===== src/core/gdcc_defs.vh =====
// Purpose: constants of the gate driver configuration block
// Assumes: APB word registers, byte addresses
// Notes:   included by all design files
`ifndef GDCC_DEFS_VH
`define GDCC_DEFS_VH

// ************************************************
// register byte addresses
// ************************************************
`define GDCC_A_PCFG1   12'h000
`define GDCC_A_PRIMARY_CONFIG_TWO   12'h004
`define GDCC_A_SCFG1   12'h008
`define GDCC_A_SECONDARY_CONFIG_TWO   12'h00C
`define GDCC_A_RTOFF   12'h010
`define GDCC_A_STOFF   12'h014
`define GDCC_A_OCP     12'h018
`define GDCC_A_DSAT    12'h01C
`define GDCC_A_CLT     12'h020
`define GDCC_A_PCTRL1  12'h024
`define GDCC_A_PRIMARY_CONTROL_TWO  12'h028
`define GDCC_A_PRIMARY_STATUS   12'h02C
`define GDCC_A_SECONDARY_CONTROL   12'h030
`define GDCC_A_SECONDARY_SUPERVISION_CTL    12'h034
`define GDCC_A_PRIMARY_PIN_STATUS    12'h038
`define GDCC_A_SECONDARY_STATUS_TWO  12'h03C
`define GDCC_A_TCNT    12'h040
`define GDCC_A_MODE    12'h044

// ************************************************
// field positions
// ************************************************
`define GDCC_B_UNLOCK   0
`define GDCC_B_DOEN     1
`define GDCC_B_DIR      2
`define GDCC_B_STATE_MONITOR_ENABLE    1
`define GDCC_B_PERM_DESAT_CLAMP_EN   2
`define GDCC_B_STAGE_MONITOR_DISABLE     3
`define GDCC_B_SHUTDOWN_PIN_CLASSA_OFF    4
`define GDCC_B_PULSE_SUPPRESS_EN     5
`define GDCC_B_CLAMP_MODE_BIT    3
`define GDCC_B_OVLO     4
`define GDCC_F_TON_DELAY_FIELD    15:8
`define GDCC_F_DLY      7:0
`define GDCC_F_GPS      15:8
`define GDCC_F_MODE     2:0

// ************************************************
// widths, reset values, codes
// ************************************************
`define GDCC_W          8
`define GDCC_Z8         8'h00
`define GDCC_FF8        8'hFF
`define GDCC_PCFG1_RST  8'h00
`define GDCC_PRIMARY_CONFIG_TWO_RST  8'h02
`define GDCC_SCFG1_RST  8'h00
`define GDCC_SECONDARY_CONFIG_TWO_RST  16'h0000
`define GDCC_MODE_CFG   3'h2
`define GDCC_MODE_CAL   3'h6
`define GDCC_SYNC_RST   2'h0
`define GDCC_CNT_W      16
`define GDCC_CNT_ONE    16'h0001
`define GDCC_CNT_ZERO   16'h0000
`define GDCC_XFER_DIV   4'hF
`define GDCC_XFER_ONE   4'h1

`endif


===== src/core/gdcc_config.v =====
// Purpose: configuration register bank of an isolated gate driver
// Assumes: APB slave, zero wait states, 10 MHz core_clk_i
// Notes:   protection detection and framing live outside
`timescale 1ns/100ps
`include "gdcc_defs.vh"

module gdcc_config (
  input  wire             core_clk_i,
  input  wire             rst_i,
  input  wire             ce_i,
  input  wire             psel_i,
  input  wire             penable_i,
  input  wire             pwrite_i,
  input  wire [11:0]      paddr_i,
  input  wire [31:0]      pwdata_i,
  output reg  [31:0]      prdata_o,
  output wire             pready_o,
  output wire             pslverr_o,
  input  wire             pwm_i,
  input  wire             seq_start_i,
  input  wire             emergency_off_i,
  input  wire             blanking_i,
  input  wire             igbt_state_i,
  input  wire             shutdown_tristate_i,
  input  wire             neg_overvolt_i,
  input  wire             dchan_pin_a_i,
  input  wire             dchan_pin_b_i,
  output reg              state_out_o,
  output wire             stage_monitor_en_o,
  output wire             shutdown_classa_o,
  output wire             tristate_req_o,
  output reg              tristate_error_flag_o,
  output reg              desat_clamp_o,
  output wire             pulse_suppress_en_o,
  output wire             two_level_turn_on_o,
  output wire             two_level_turn_off_o,
  output wire             safe_two_level_off_o,
  output wire [7:0]       ton_delay_o,
  output wire [7:0]       regular_toff_delay_o,
  output wire [7:0]       safe_toff_delay_o,
  output wire [7:0]       safe_plateau_level_o,
  output wire             ocp_blank_en_o,
  output wire [7:0]       overcurrent_blank_time_o,
  output wire [7:0]       desat_blank_time_o,
  output reg              active_clamp_out_o,
  output wire             classb_event_o,
  output wire             classc_event_o,
  output reg              neg_overvolt_error_o,
  output reg  [7:0]       plateau_in_use_o,
  output reg  [7:0]       turn_on_plateau_in_use_o,
  output wire             dchan_a_dir_o,
  output wire             dchan_b_dir_o,
  output wire             dchan_a_level_o,
  output wire             dchan_b_level_o
);

  // ************************************************
  // operating mode states (one-hot)
  // ************************************************
  localparam [1:0] ST_CFG = 2'b01;
  localparam [1:0] ST_RUN = 2'b10;

  reg [1:0]  st_r;
  reg [2:0]  mode_r;
  reg [7:0]  primary_config_one_r;
  reg [7:0]  primary_config_two_r;
  reg [7:0]  secondary_config_one_r;
  reg [15:0] secondary_config_two_r;
  reg [7:0]  regular_toff_delay_r;
  reg [15:0] safe_toff_r;
  reg [7:0]  ocp_bt_r;
  reg [7:0]  dsat_bt_r;
  reg [7:0]  clamp_time_r;
  reg [7:0]  turn_on_plateau_r;
  reg [7:0]  regular_plateau_request_r;
  reg [7:0]  plateau_echo_r;
  reg [7:0]  sec_rx_r;
  reg        cal_en_r;
  reg [3:0]  xfer_cnt_r;
  reg [7:0]  clamp_cnt_r;
  reg        cfg_open;
  wire       wr;
  wire [`GDCC_CNT_W-1:0] tcf_count;
  wire       tcf_done;

  // ************************************************
  // helpers
  // ************************************************
  function is_zero;
    input [7:0] v;
    begin
      is_zero = (v == `GDCC_Z8);
    end
  endfunction

  assign wr        = psel_i && penable_i && pwrite_i && ce_i;
  assign pready_o  = 1'b1;
  assign pslverr_o = 1'b0;

  always @* begin
    cfg_open = (st_r == ST_CFG);
  end

  // ************************************************
  // mode state and register writes
  // ************************************************
  always @(posedge core_clk_i or posedge rst_i) begin
    if (rst_i) begin
      st_r                      <= ST_CFG;
      mode_r                    <= `GDCC_MODE_CFG;
      primary_config_one_r      <= `GDCC_PCFG1_RST;
      primary_config_two_r      <= `GDCC_PRIMARY_CONFIG_TWO_RST;
      secondary_config_one_r    <= `GDCC_SCFG1_RST;
      secondary_config_two_r    <= `GDCC_SECONDARY_CONFIG_TWO_RST;
      regular_toff_delay_r      <= `GDCC_Z8;
      safe_toff_r               <= `GDCC_SECONDARY_CONFIG_TWO_RST;
      ocp_bt_r                  <= `GDCC_Z8;
      dsat_bt_r                 <= `GDCC_Z8;
      clamp_time_r              <= `GDCC_Z8;
      turn_on_plateau_r         <= `GDCC_Z8;
      regular_plateau_request_r <= `GDCC_Z8;
      cal_en_r                  <= 1'b0;
    end else if (wr) begin
      case (paddr_i)
        `GDCC_A_MODE: begin
          mode_r <= pwdata_i[`GDCC_F_MODE];
          if (pwdata_i[`GDCC_F_MODE] != `GDCC_MODE_CFG)
            st_r <= ST_RUN;
        end
        `GDCC_A_PCFG1: if (cfg_open)
          primary_config_one_r <= pwdata_i[7:0];
        `GDCC_A_PRIMARY_CONFIG_TWO:
          if (cfg_open && primary_config_one_r[`GDCC_B_UNLOCK])
            primary_config_two_r <= pwdata_i[7:0];
        `GDCC_A_SCFG1: if (cfg_open)
          secondary_config_one_r <= pwdata_i[7:0];
        `GDCC_A_SECONDARY_CONFIG_TWO:
          if (cfg_open && secondary_config_one_r[`GDCC_B_UNLOCK])
            secondary_config_two_r <= pwdata_i[15:0];
        `GDCC_A_RTOFF: if (cfg_open)
          regular_toff_delay_r <= pwdata_i[`GDCC_F_DLY];
        `GDCC_A_STOFF: if (cfg_open)
          safe_toff_r <= pwdata_i[15:0];
        `GDCC_A_OCP: if (cfg_open)
          ocp_bt_r <= pwdata_i[7:0];
        `GDCC_A_DSAT: if (cfg_open)
          dsat_bt_r <= pwdata_i[7:0];
        `GDCC_A_CLT: if (cfg_open)
          clamp_time_r <= pwdata_i[7:0];
        `GDCC_A_SECONDARY_SUPERVISION_CTL: if (cfg_open)
          cal_en_r <= pwdata_i[0];
        `GDCC_A_PCTRL1:
          turn_on_plateau_r <= pwdata_i[7:0];
        `GDCC_A_PRIMARY_CONTROL_TWO:
          regular_plateau_request_r <= pwdata_i[7:0];
        default: ;
      endcase
    end
  end

  // ************************************************
  // plateau transfer and latching
  // ************************************************
  always @(posedge core_clk_i or posedge rst_i) begin
    if (rst_i) begin
      xfer_cnt_r               <= `GDCC_XFER_DIV;
      sec_rx_r                 <= `GDCC_Z8;
      plateau_echo_r           <= `GDCC_Z8;
      plateau_in_use_o         <= `GDCC_Z8;
      turn_on_plateau_in_use_o <= `GDCC_Z8;
    end else if (ce_i) begin
      xfer_cnt_r <= xfer_cnt_r - `GDCC_XFER_ONE;
      if (xfer_cnt_r == `GDCC_XFER_ONE) begin
        xfer_cnt_r     <= `GDCC_XFER_DIV;
        sec_rx_r       <= regular_plateau_request_r;
        plateau_echo_r <= sec_rx_r;
      end
      if (seq_start_i) begin
        plateau_in_use_o         <= sec_rx_r;
        turn_on_plateau_in_use_o <= turn_on_plateau_r;
      end
    end
  end

  // ************************************************
  // output options
  // ************************************************
  assign stage_monitor_en_o = !secondary_config_one_r[`GDCC_B_STAGE_MONITOR_DISABLE];
  assign tristate_req_o     = shutdown_tristate_i;
  assign shutdown_classa_o  = shutdown_tristate_i &&
                              !secondary_config_one_r[`GDCC_B_SHUTDOWN_PIN_CLASSA_OFF];
  assign pulse_suppress_en_o  = secondary_config_one_r[`GDCC_B_PULSE_SUPPRESS_EN];
  assign ton_delay_o          = secondary_config_two_r[`GDCC_F_TON_DELAY_FIELD];
  assign two_level_turn_on_o  = !is_zero(ton_delay_o);
  assign regular_toff_delay_o = regular_toff_delay_r;
  assign safe_toff_delay_o    = safe_toff_r[`GDCC_F_DLY];
  assign safe_plateau_level_o = safe_toff_r[`GDCC_F_GPS];
  assign two_level_turn_off_o = !is_zero(regular_toff_delay_r);
  assign safe_two_level_off_o = !is_zero(safe_toff_delay_o);
  assign overcurrent_blank_time_o = ocp_bt_r;
  assign ocp_blank_en_o     = !is_zero(ocp_bt_r);
  assign desat_blank_time_o = dsat_bt_r;
  assign classb_event_o = neg_overvolt_i &&
                          !secondary_config_two_r[`GDCC_B_OVLO];
  assign classc_event_o = neg_overvolt_i &&
                          secondary_config_two_r[`GDCC_B_OVLO];
  assign dchan_a_dir_o  = primary_config_two_r[`GDCC_B_DIR];
  assign dchan_b_dir_o  = secondary_config_two_r[`GDCC_B_DIR];

  // ************************************************
  // registered outputs: state, clamps, flags
  // ************************************************
  always @(posedge core_clk_i or posedge rst_i) begin
    if (rst_i) begin
      state_out_o           <= 1'b0;
      desat_clamp_o         <= 1'b1;
      tristate_error_flag_o <= 1'b0;
      neg_overvolt_error_o  <= 1'b0;
      active_clamp_out_o    <= 1'b1;
      clamp_cnt_r           <= `GDCC_Z8;
    end else if (ce_i) begin
      state_out_o <= primary_config_two_r[`GDCC_B_DOEN] &&
                     igbt_state_i;
      desat_clamp_o <= blanking_i ||
                       (secondary_config_one_r[`GDCC_B_PERM_DESAT_CLAMP_EN] &&
                        !pwm_i);
      if (shutdown_tristate_i)
        tristate_error_flag_o <= 1'b1;
      if (neg_overvolt_i)
        neg_overvolt_error_o <= 1'b1;
      if (is_zero(clamp_time_r)) begin
        active_clamp_out_o <= 1'b1;
      end else if (clamp_time_r == `GDCC_FF8) begin
        active_clamp_out_o <= 1'b0;
      end else if (seq_start_i && !pwm_i &&
                   (!secondary_config_two_r[`GDCC_B_CLAMP_MODE_BIT] ||
                    emergency_off_i)) begin
        clamp_cnt_r        <= clamp_time_r;
        active_clamp_out_o <= 1'b0;
      end else if (!is_zero(clamp_cnt_r)) begin
        clamp_cnt_r <= clamp_cnt_r - 8'h01;
        if (clamp_cnt_r == 8'h01)
          active_clamp_out_o <= 1'b1;
      end else begin
        active_clamp_out_o <= 1'b1;
      end
    end
  end

  // ************************************************
  // calibration counter and channel filters
  // ************************************************
  gdcc_tcf_counter u_tcf (
    .core_clk_i (core_clk_i),
    .rst_i      (rst_i),
    .ce_i       (ce_i),
    .en_i       (cal_en_r && (mode_r == `GDCC_MODE_CAL)),
    .pwm_i      (pwm_i),
    .count_o    (tcf_count),
    .done_o     (tcf_done)
  );

  gdcc_debounce u_deb_a (
    .core_clk_i (core_clk_i),
    .rst_i      (rst_i),
    .ce_i       (ce_i),
    .din_i      (dchan_pin_a_i),
    .level_o    (dchan_a_level_o)
  );

  gdcc_debounce u_deb_b (
    .core_clk_i (core_clk_i),
    .rst_i      (rst_i),
    .ce_i       (ce_i),
    .din_i      (dchan_pin_b_i),
    .level_o    (dchan_b_level_o)
  );

  // ************************************************
  // APB read path
  // ************************************************
  always @* begin
    prdata_o = 32'h0000_0000;
    case (paddr_i)
      `GDCC_A_PCFG1:  prdata_o[7:0]  = primary_config_one_r;
      `GDCC_A_PRIMARY_CONFIG_TWO:  prdata_o[7:0]  = primary_config_two_r;
      `GDCC_A_SCFG1:  prdata_o[7:0]  = secondary_config_one_r;
      `GDCC_A_SECONDARY_CONFIG_TWO:  prdata_o[15:0] = secondary_config_two_r;
      `GDCC_A_RTOFF:  prdata_o[7:0]  = regular_toff_delay_r;
      `GDCC_A_STOFF:  prdata_o[15:0] = safe_toff_r;
      `GDCC_A_OCP:    prdata_o[7:0]  = ocp_bt_r;
      `GDCC_A_DSAT:   prdata_o[7:0]  = dsat_bt_r;
      `GDCC_A_CLT:    prdata_o[7:0]  = clamp_time_r;
      `GDCC_A_PCTRL1: prdata_o[7:0]  = turn_on_plateau_r;
      `GDCC_A_PRIMARY_CONTROL_TWO: prdata_o[7:0]  = regular_plateau_request_r;
      `GDCC_A_PRIMARY_STATUS:  prdata_o[7:0]  = plateau_echo_r;
      `GDCC_A_SECONDARY_CONTROL:  prdata_o[7:0]  = plateau_in_use_o;
      `GDCC_A_SECONDARY_SUPERVISION_CTL:   prdata_o[0]    = cal_en_r;
      `GDCC_A_PRIMARY_PIN_STATUS:   prdata_o[0]    = dchan_a_level_o;
      `GDCC_A_SECONDARY_STATUS_TWO: prdata_o[0]    = dchan_b_level_o;
      `GDCC_A_TCNT:   prdata_o       = {tcf_done, 15'h0000, tcf_count};
      `GDCC_A_MODE:   prdata_o[2:0]  = mode_r;
      default:        prdata_o       = 32'h0000_0000;
    endcase
  end

endmodule // gdcc_config


===== src/core/gdcc_debounce.v =====
// Purpose: two-sample debounce of a digital channel input
// Assumes: input synchronous to core_clk_i
// Notes:   level accepted after two equal consecutive samples
`timescale 1ns/100ps
`include "gdcc_defs.vh"

module gdcc_debounce (
  input  wire core_clk_i,
  input  wire rst_i,
  input  wire ce_i,
  input  wire din_i,
  output reg  level_o
);

  reg [1:0] smp_r;

  // ************************************************
  // sampling and acceptance
  // ************************************************
  always @(posedge core_clk_i or posedge rst_i) begin
    if (rst_i) begin
      smp_r   <= `GDCC_SYNC_RST;
      level_o <= 1'b0;
    end else if (ce_i) begin
      smp_r <= {smp_r[0], din_i};
      if (smp_r[1] == smp_r[0])
        level_o <= smp_r[1];
    end
  end

endmodule // gdcc_debounce


===== src/core/gdcc_tcf_counter.v =====
// Purpose: timing calibration counter
// Assumes: pwm_i synchronous to core_clk_i
// Notes:   counts while pwm high when enabled; restarts on rising pwm
`timescale 1ns/100ps
`include "gdcc_defs.vh"

module gdcc_tcf_counter (
  input  wire                   core_clk_i,
  input  wire                   rst_i,
  input  wire                   ce_i,
  input  wire                   en_i,
  input  wire                   pwm_i,
  output reg  [`GDCC_CNT_W-1:0] count_o,
  output reg                    done_o
);

  reg pwm_d_r;

  // ************************************************
  // start on rising pwm, stop on falling pwm
  // ************************************************
  always @(posedge core_clk_i or posedge rst_i) begin
    if (rst_i) begin
      pwm_d_r <= 1'b0;
      count_o <= `GDCC_CNT_ZERO;
      done_o  <= 1'b0;
    end else if (ce_i) begin
      pwm_d_r <= pwm_i;
      if (en_i) begin
        if (pwm_i && !pwm_d_r) begin
          count_o <= `GDCC_CNT_ONE;
          done_o  <= 1'b0;
        end else if (pwm_i && !done_o) begin
          count_o <= count_o + `GDCC_CNT_ONE;
        end else if (!pwm_i && pwm_d_r) begin
          done_o <= 1'b1;
        end
      end
    end
  end

endmodule // gdcc_tcf_counter


===== config.mk =====
export PLATFORM = sky130hd
export DESIGN_NAME = gdcc_config
export DESIGN_NICKNAME = d
export VERILOG_FILES = /design/src/core/gdcc_config.v /design/src/core/gdcc_debounce.v /design/src/core/gdcc_tcf_counter.v
export VERILOG_INCLUDE_DIRS = /design/src /design/src/core
export SDC_FILE = /design/constraint.sdc
export NUM_CORES = 1
export LEC_CHECK = 0
export CORE_AREA = 5 5 137 139
export CTS_CLUSTER_SIZE = 30
export DETAILED_ROUTE_END_ITERATION = 12
export DIE_AREA = 0 0 142 144
export DONT_BUFFER_PORTS = 1
export GPL_TIMING_DRIVEN = 0
export PLACE_DENSITY_LB_ADDON = 0.05
export SLEW_MARGIN = 20
export SYNTH_ARGS = -nofsm -noshare
export SYNTH_HDL_FRONTEND = slang
export SYNTH_SLANG_ARGS = --single-unit

===== constraint.sdc =====
create_clock -name core_clk_i -period 8.35 [get_ports core_clk_i]
set_input_delay 1.67 -clock core_clk_i [delete_from_list [all_inputs] [get_ports core_clk_i]]
set_output_delay 1.67 -clock core_clk_i [all_outputs]
set_load 0.005 [all_outputs]

-- Word level (Yosys, flattened, before mapping)
Index checks and enable logic that the tools add are counted.
- bits in registers: 183
- bits of input ports: 59
- output and inout port bits: 117
- word-level logic and storage cells: 145
- $add $sub $neg: 3
- eq/ne operators: 27
- multiplexer cells: 18
- bitwise operators: 2
- reductions and logical operators: 63
- operator list (cell ; number):
    $eq 12x6->1 const B ; 8
    $pmux 5 s14 ; 1
    $eq 12x5->1 const B ; 4
    $logic_not 8->1 ; 6
    $mux 16 ; 3
    $reduce_and 3->1 ; 12
    $pmux 2 s15 ; 1
    $eq 12x4->1 const B ; 2
    $eq 12x7->1 const B ; 2
    $pmux 8 s3 ; 1
    $reduce_and 2->1 ; 10
    $pmux 1 s18 ; 1
    $add 16x1->16 const B ; 1
    $logic_and 1x1->1 ; 16
    $mux 8 ; 2
    $eq 12x3->1 const B ; 1
    $logic_not 12->1 ; 1
    $logic_not 1->1 ; 11
    $eq 8x1->1 const B ; 1
    $eq 8x8->1 const B ; 1
    $mux 1 ; 8
    $reduce_and 4->1 ; 2
    $sub 8x1->8 const B ; 1
    $reduce_bool 5->1 ; 1
    12 further kinds ; 16

-- Logic depth before layout (Yosys ltp)
Gate-level depths: netlist of run 1.
- depth in word-level cells: 6
- depth in mapped cells: 8
- mapped depth without buffers: 6

-- By module
Synthesis of run 1 repeated with hierarchy kept, for this count alone.
- cell total of the unflattened synthesis: 838
- area, all modules: 9352.7 um^2
- modules (own cells, without submodules) (module ; instances ; cells each ; area an instance (um^2) ; sequential area each (um^2)):
    gdcc_config ; 1 ; 722 ; 8176.6 ; 3990.1
    gdcc_tcf_counter ; 1 ; 98 ; 928.4 ; 450.4
    gdcc_debounce ; 2 ; 9 ; 123.9 ; 75.1

-- Worst setup path after synthesis of run 1
No wires, ideal clock.
- path kind: input port to output port
- start point: in paddr_i[7]
- end point: out prdata_o[3]
- arrival: 3.126 ns
- data required time: 6.680 ns
- slack: 3.554 ns
- stages on the path: 5
- buffers on the path: 1
- path through: clkbuf_8 > nor4b_1 > a222oi_1 > a2111oi_0 > or3_1
- word-level cells in the longest chain between the ends: 2
- elaborated cells between the ends (all ways): 15
- ends and longest elaborated chain (item ; RTL line ; text):
    start: declaration ; gdcc_config.v:14 ; input wire [11:0] paddr_i,
    $eq 12x7->1, or another cell as far along ; gdcc_config.v:284 ; case (paddr_i)
    $pmux 5 s14 * ; gdcc_config.v:284 ;
    end: declaration ; gdcc_config.v:16 ; output reg [31:0] prdata_o,
Every way passes the cells marked *; elsewhere a longest branch is shown, timed or not.

-- Worst setup path in the final report of run 1
- start point: in paddr_i[9]
- end point: out prdata_o[7]
The elaborated chain is that of the path after synthesis.

==> results of run 1 <==
## cells in the final DEF, fill, tap and decap left out, types with 20 or more instances in the layout
cell / netlist / routed
a21oi_1: 28 / 28
buf_4: 29 / 29
clkbuf_1: 20 / 20
dfrtp_1: 174 / 174
inv_1: 24 / 23
mux2_2: 136 / 136
nand2_1: 95 / 95
nand3_1: 21 / 21
nor2_1: 28 / 28
o21ai_0: 26 / 26
## cells in the mapped netlist, drive strengths merged (3+ instances only)
cell type / n
a211oi: 3
a21o: 3
a21oi: 28
a222oi: 9
a22o: 4
a22oi: 19
a31oi: 3
and2: 3
and3: 8
buf: 42
clkbuf: 24
dfrtp: 174
dfstp: 9
ha: 7
inv: 24
mux2: 137
mux2i: 17
nand2: 99
nand2b: 4
nand3: 24
nand4: 7
nor2: 32
nor2b: 9
nor3: 20
nor4: 18
nor4b: 4
o2111ai: 3
o211ai: 3
o21ai: 26
o22ai: 6
o32ai: 6
or2: 3
or3: 6
xnor2: 9
xor2: 3
## cell type report
type                       instances  area (um^2)  share of cell area (%)
multi-input combinational        569         4290                    41.6
sequential                       183         4590                    44.5
clock buffer                      17          425                    4.12
clock inverter                    15          164                    1.59
timing repair buffer               1         27.5                   0.267
inverter                          24         97.6                   0.945
tap                              229          287                    2.77
buffer                            66          442                    4.28
## power groups by stage
stage               combinational [mW]  clock (mW)  sequential [mW]
floorplan                       0.0939           0            0.936
global placement                 0.124           0            0.939
detailed placement               0.133           0            0.940
CTS                              0.133       0.823            0.923
global route                     0.147       0.860            0.926
finish                           0.131       0.810            0.923
## kinds of logic (layout without fill, tap and decap cells)
logic type      Yosys count  after routing
simple gates            248            248
compound gates          129            129
buf+inv                  90            123
flops                   183            183
fa+ha+maj                 7              7
mux                     156            156
other cells               2             17
xor+xnor                 12             12
## worst max path at each step
stage / endpoint / slack [ps] / cells past startpoint
2_1_floorplan: cal_en_r / 1720 / 1
4_1_cts: prdata_o[7] / 2880 / 6
3_5_place_dp: prdata_o[7] / 2890 / 6
3_3_place_gp: tristate_error_flag_o / -60 / 1
6_report: prdata_o[7] / 2780 / 6
5_1_grt: prdata_o[7] / 2750 / 6
## worst register-to-register path, cell delays in order (launching register included)
cell      delay, ps
dfrtp_1         420
nand2b_1        110
and3_1          150
clkbuf_1        330
o2111a_1        260
clkbuf_1        330
o21ai_0         160
a22o_1          250
## metal layers
layer / track usage [%] / up-vias
met4: 8.74 / 0
li1: - / 3029
met1: 35.6 / 3548
met3: 6.91 / 38
met5: 0 / -
met2: 48.6 / 248
==> results.yml, run 1 <==
outcome:
  status: "completed"
setup_path:
  cp_slowest_stage_delay_ps: 650
  cpLargestDelayFamily: "simple AND/OR/NAND/NOR gates"
  worst_r2r_startpoint: "secondary_config_two_r[3]"
  critPathKind: "primary input to output pin"
  rrSetupSlack_ps: 6230
  critPathCaptureType: "output pin"
  reg2reg_depth: 7
  rr_endpoint: "clamp_cnt_r[3]"
  arrival_ps: 3900
  crit_buf_inv: 1
  crit_path_top_delay_cell: "nor4_4"
  critPathMaxFanout: 10
  crit_start: "paddr_i[9]"
  start_kind: "primary input"
  worstPathCellList: "nor4_4, nand2_1, nor2_2, clkbuf_1, a22oi_1, o211ai_1"
  crit_required_ps: 6680
power_and_ir_drop:
  finalPower_mw: 1.86
  power.share.clock_pct: 43.4
  switchingPower_uw: 487
  swShare_pct: 26.1
  p_leak_nw: 4.93
  power_frac_comb_pct: 7.0
  pwr-share-seq_pct: 49.5
  power.internal_mw: 1.38
  worst_ir_drop_vdd_mv: 0.136
  power_density_nw_per_um2: 181
drt:
  ant_nets: 0
  top_layer: "met4"
  drc_errors: 0
  met3_length_um: 2060
  vias: 6863
  wl_met2_um: 14500
  postRouteWirelength_um: 28600
  avgViaCountPerCell: 6.22
  drt_iter0_drc: 481
  met1Wirelength_um: 11400
  first_pass_iters: 7
  wire_per_inst_um: 25.9
clock_tree:
  clk_latency_ps: 430
  cts_resized: 0
  htree_levels: 4
  clockBufferDepth: 2
  hold_buffers: 0
  post_cts_buffers: 0
  root_buffer: "clkbuf_16"
  tritoncts: "built"
  numCtsBuffers: 17
  clk_pin_slew_ps: 70
  clkSinkCount: 183
synth:
  ys_top_cells_by_area: "dfrtp_1, mux2_2, nand2_1"
  yosys.area.top_type: "dfrtp_1"
  synth_compound_area_share_pct: 9.47
  yosysSeqAreaShare_pct: 49.1
  synthAdderAreaFrac_pct: 0.936
  synthMuxAreaShare_pct: 18.8
  ys_seq_elements: 183
  synth_top_family_by_area: "multiplexers"
  avgSynthCellArea_um2: 11.3
  synth.distinct_cells: 73
  synth_edf_count: 0
  synth_top_area_share_pct: 46.6
  synth-main-ff-cell: "dfrtp_1"
  async_flop_share_pct: 100
  yosysWarnings: 0
  synth_simple_gate_area_share_pct: 14.8
  syn_area_um2: 9350
  syn_inst: 827
  synth-xor-area-share_pct: 1.12
timing:
  tightest_slew_ps: 867
  slew_headroom_pct: 42.2
  period_needed_ps: 5570
  max_freq_ghz: 0.180
  setup_viol: 0
  tns_ps: 0
  finalCritPeriodShare_pct: 66.7
  rsz0062_at_grt: "false"
  fin_ws_ps: 2780
  skew_ps: 7.33
  hold_viol: 0
  slew_violations: 0
  holdWs_ps: 474
floorplan:
  core_area_um2: 17500
  dieArea_um2: 20400
  die_w_um: 142
  io_pins: 176
  start_util_pct: 53.3
  die_y_um: 144
  num_rows: 49
cells_and_area:
  n_fill_cell: 1503
  reg_top3: "safe_toff_r: 16 flops, secondary_config_two_r: 16 flops, u_tcf.count_o: 16 flops"
  area_growth_pct: 10.4
  layout.cells.non_filler: 1104
  layout.nets: 928
  diodes: 0
  stdcell_area_um2: 10300
  drive_above_1_share_pct: 29.5
  utilization_pct: 58.9
placed_design:
  place_area_um2: 9740
  place_congestion: 0.978
  place_inst: 1072
  port-buffer-count: 0
  post-dp-hpwl_um: 21200
  pre_cts_ws_ps: 2890
worst_hold_path:
  hp-start: "plateau_echo_r[1]"
  hold_class: "flop to flop"
  hold_end: "plateau_echo_r[1]"
  holdPathStages: 2
global_route:
  antenna_found_initial: 0
  grt-ovfl-total: 0
  grt_pass1_vias: 6990
  grt_pass1_wl_um: 43200
  grt_use_total_pct: 28.3
  grt_max_degree: 97
run:
  maxCapViolCount: 0
No activity file was read; power rests on OpenSTA's default activity.
==> run 2: changes to the inputs <==
==> constraint.sdc (replaced) <==
create_clock -name core_clk_i -period 5.2 [get_ports core_clk_i]
set_input_delay 1.04 -clock core_clk_i [delete_from_list [all_inputs] [get_ports core_clk_i]]
set_output_delay 1.04 -clock core_clk_i [all_outputs]
set_load 0.005 [all_outputs]
==> run 2 against run 1 <==
Sequential cell count unchanged. Sequential share of layout area decreased by 0.32 points. Final cell count increased by 0.36%. Die area unchanged. Final area increased by 0.71%. Worst setup slack got worse by 1800 ps. Non-clock buffer count increased by 4. Total power increased by 61%. Worst hold slack improved by 5.5 ps. Clock power increased by 60%. Global-route usage decreased by 0.16 points. First-iteration DRC count increased by 12%.
==> results.yml, run 2 (synthesis results as in run 1) <==
floorplan:
  start_util_pct: 53.3
  die_y_um: 144
  io_pins: 176
  die_w_um: 142
  dieArea_um2: 20400
  core_area_um2: 17500
  num_rows: 49
cells_and_area:
  n_fill_cell: 1502
  regArea_um2: 4590
  layout.nets: 932
  drive_above_1_share_pct: 29.8
  reg_top3: "safe_toff_r: 16 flops, secondary_config_two_r: 16 flops, u_tcf.count_o: 16 flops"
  final_common_cell: "dfrtp_1"
  final_cell_mix: "dfrtp_1, mux2_2, nand2_1"
  area_growth_pct: 11.2
  layout.cells.non_filler: 1108
  diodes: 0
  multi_input_area_um2: 4290
setup_path:
  start_kind: "primary input"
  critPathKind: "primary input to output pin"
  worstPathCellList: "nor4_4, nand2_1, nor2_2, clkbuf_1, a22oi_1, o211ai_1"
  arrival_ps: 3190
  crit_required_ps: 4160
  critPathMaxFanout: 10
  crit_path_top_delay_cell: "nor4_4"
  critPathCaptureType: "output pin"
  cp_slowest_stage_delay_ps: 630
global_route:
  grt-ovfl-total: 0
  grt_pass1_vias: 7015
  grt_use_total_pct: 28.2
  grt_pass1_wl_um: 43100
  antenna_found_initial: 0
  grt_max_degree: 36
clock_tree:
  clk_pin_slew_ps: 70
  clk_latency_ps: 450
  numCtsBuffers: 17
  tritoncts: "built"
  clockBufferDepth: 2
  post_cts_buffers: 0
  hold_buffers: 0
  clkSinkCount: 183
  root_buffer: "clkbuf_16"
  cts_resized: 0
  htree_levels: 4
power_and_ir_drop:
  worst_ir_drop_vdd_mv: 0.218
  p_leak_nw: 4.96
  power_density_nw_per_um2: 288
timing:
  setup_viol: 0
  finalCritPeriodShare_pct: 81.4
  tns_ps: 0
  period_needed_ps: 4230
  tightest_slew_ps: 812
  slew_headroom_pct: 45.8
  fin_ws_ps: 967
  hold_viol: 0
  max_freq_ghz: 0.236
  rsz0062_at_grt: "false"
  slew_violations: 0
  skew_ps: 12.2
  holdWs_ps: 480
drt:
  drc_errors: 0
  vias: 6915
  ant_nets: 0
  first_pass_iters: 6
  drt_iter0_drc: 537
  wire_per_inst_um: 25.7
  postRouteWirelength_um: 28500
  avgViaCountPerCell: 6.24
worst_hold_path:
  hold_class: "flop to flop"
placed_design:
  place_congestion: 0.948
  post-dp-hpwl_um: 21300
  pre_cts_ws_ps: 1100
  port-buffer-count: 0
  place_inst: 1076
outcome:
  status: "completed"
run:
  maxCapViolCount: 0
run 2: cell count changes in the layout (fill, tap and decap cells not counted):
cell / previous run / this run
buf_12: 0 / 4
inv_8: 5 / 3
clkinvlp_4: 2 / 3
inv_6: 3 / 4
run 2: critical path: cells and delay by family:
kind                   cells  cell delay [ps]
and+or+nand+nor            3             1310
buffers and inverters      1              450
AOI/OAI and AO/OA          2              390
run 2: path summary, 6_finish.rpt:
kind / start / endpoint / slack (ps) / cells after the start
worst max-delay path: paddr_i[9] / prdata_o[7] / 970 / 6
worst min-delay path: st_r[1] / st_r[1] / 480 / 1
worst max register to register: secondary_config_two_r[3] / clamp_cnt_r[3] / 3020 / 7
worst min register to register: st_r[1] / st_r[1] / 480 / 1
max in group asynchronous: rst_i / safe_toff_r[4] / 3510 / 4
min in group asynchronous: rst_i / turn_on_plateau_r[3] / 570 / 1
run 2: cell type report:
cell class / instances / share of cell area (%)
Buffer: 66 / 4.25
Clock buffer: 17 / 4.09
Clock inverter: 15 / 1.55
Inverter: 24 / 0.902
Multi-Input combinational cell: 569 / 41.3
Sequential cell: 183 / 44.1
Tap cell: 229 / 2.76
Timing Repair Buffer: 5 / 1.03
run 2: power by group:
group	internal [mW]	total, mW	switching (mW)
combinational	0.0744	0.217	0.142
clock	0.681	1.30	0.616
sequential	1.46	1.48	0.0238
total	2.22	3.00	0.783
run 2: stage by stage:
stage | utilization [%] | instance area (um^2) | power [mW]
after CTS | 59.3 | 10400 | 3.02
after global placement | 55.3 | 9700 | 1.71
final | 59.3 | 10400 | 3.00
after global routing | 59.3 | 10400 | 3.10
after floorplan | - | 9410 | 1.65
after detailed placement | 56.0 | 9810 | 1.73
run 2: metal layers:
metal,wire [um],up-vias,global-route usage [%],share of wire (%)
li1,-,3053,-,-
met1,11600,3544,36.8,41
met2,14300,274,47.4,50
met3,2030,44,6.75,7.1
met4,558,0,7.58,2.0
met5,0,-,0,0
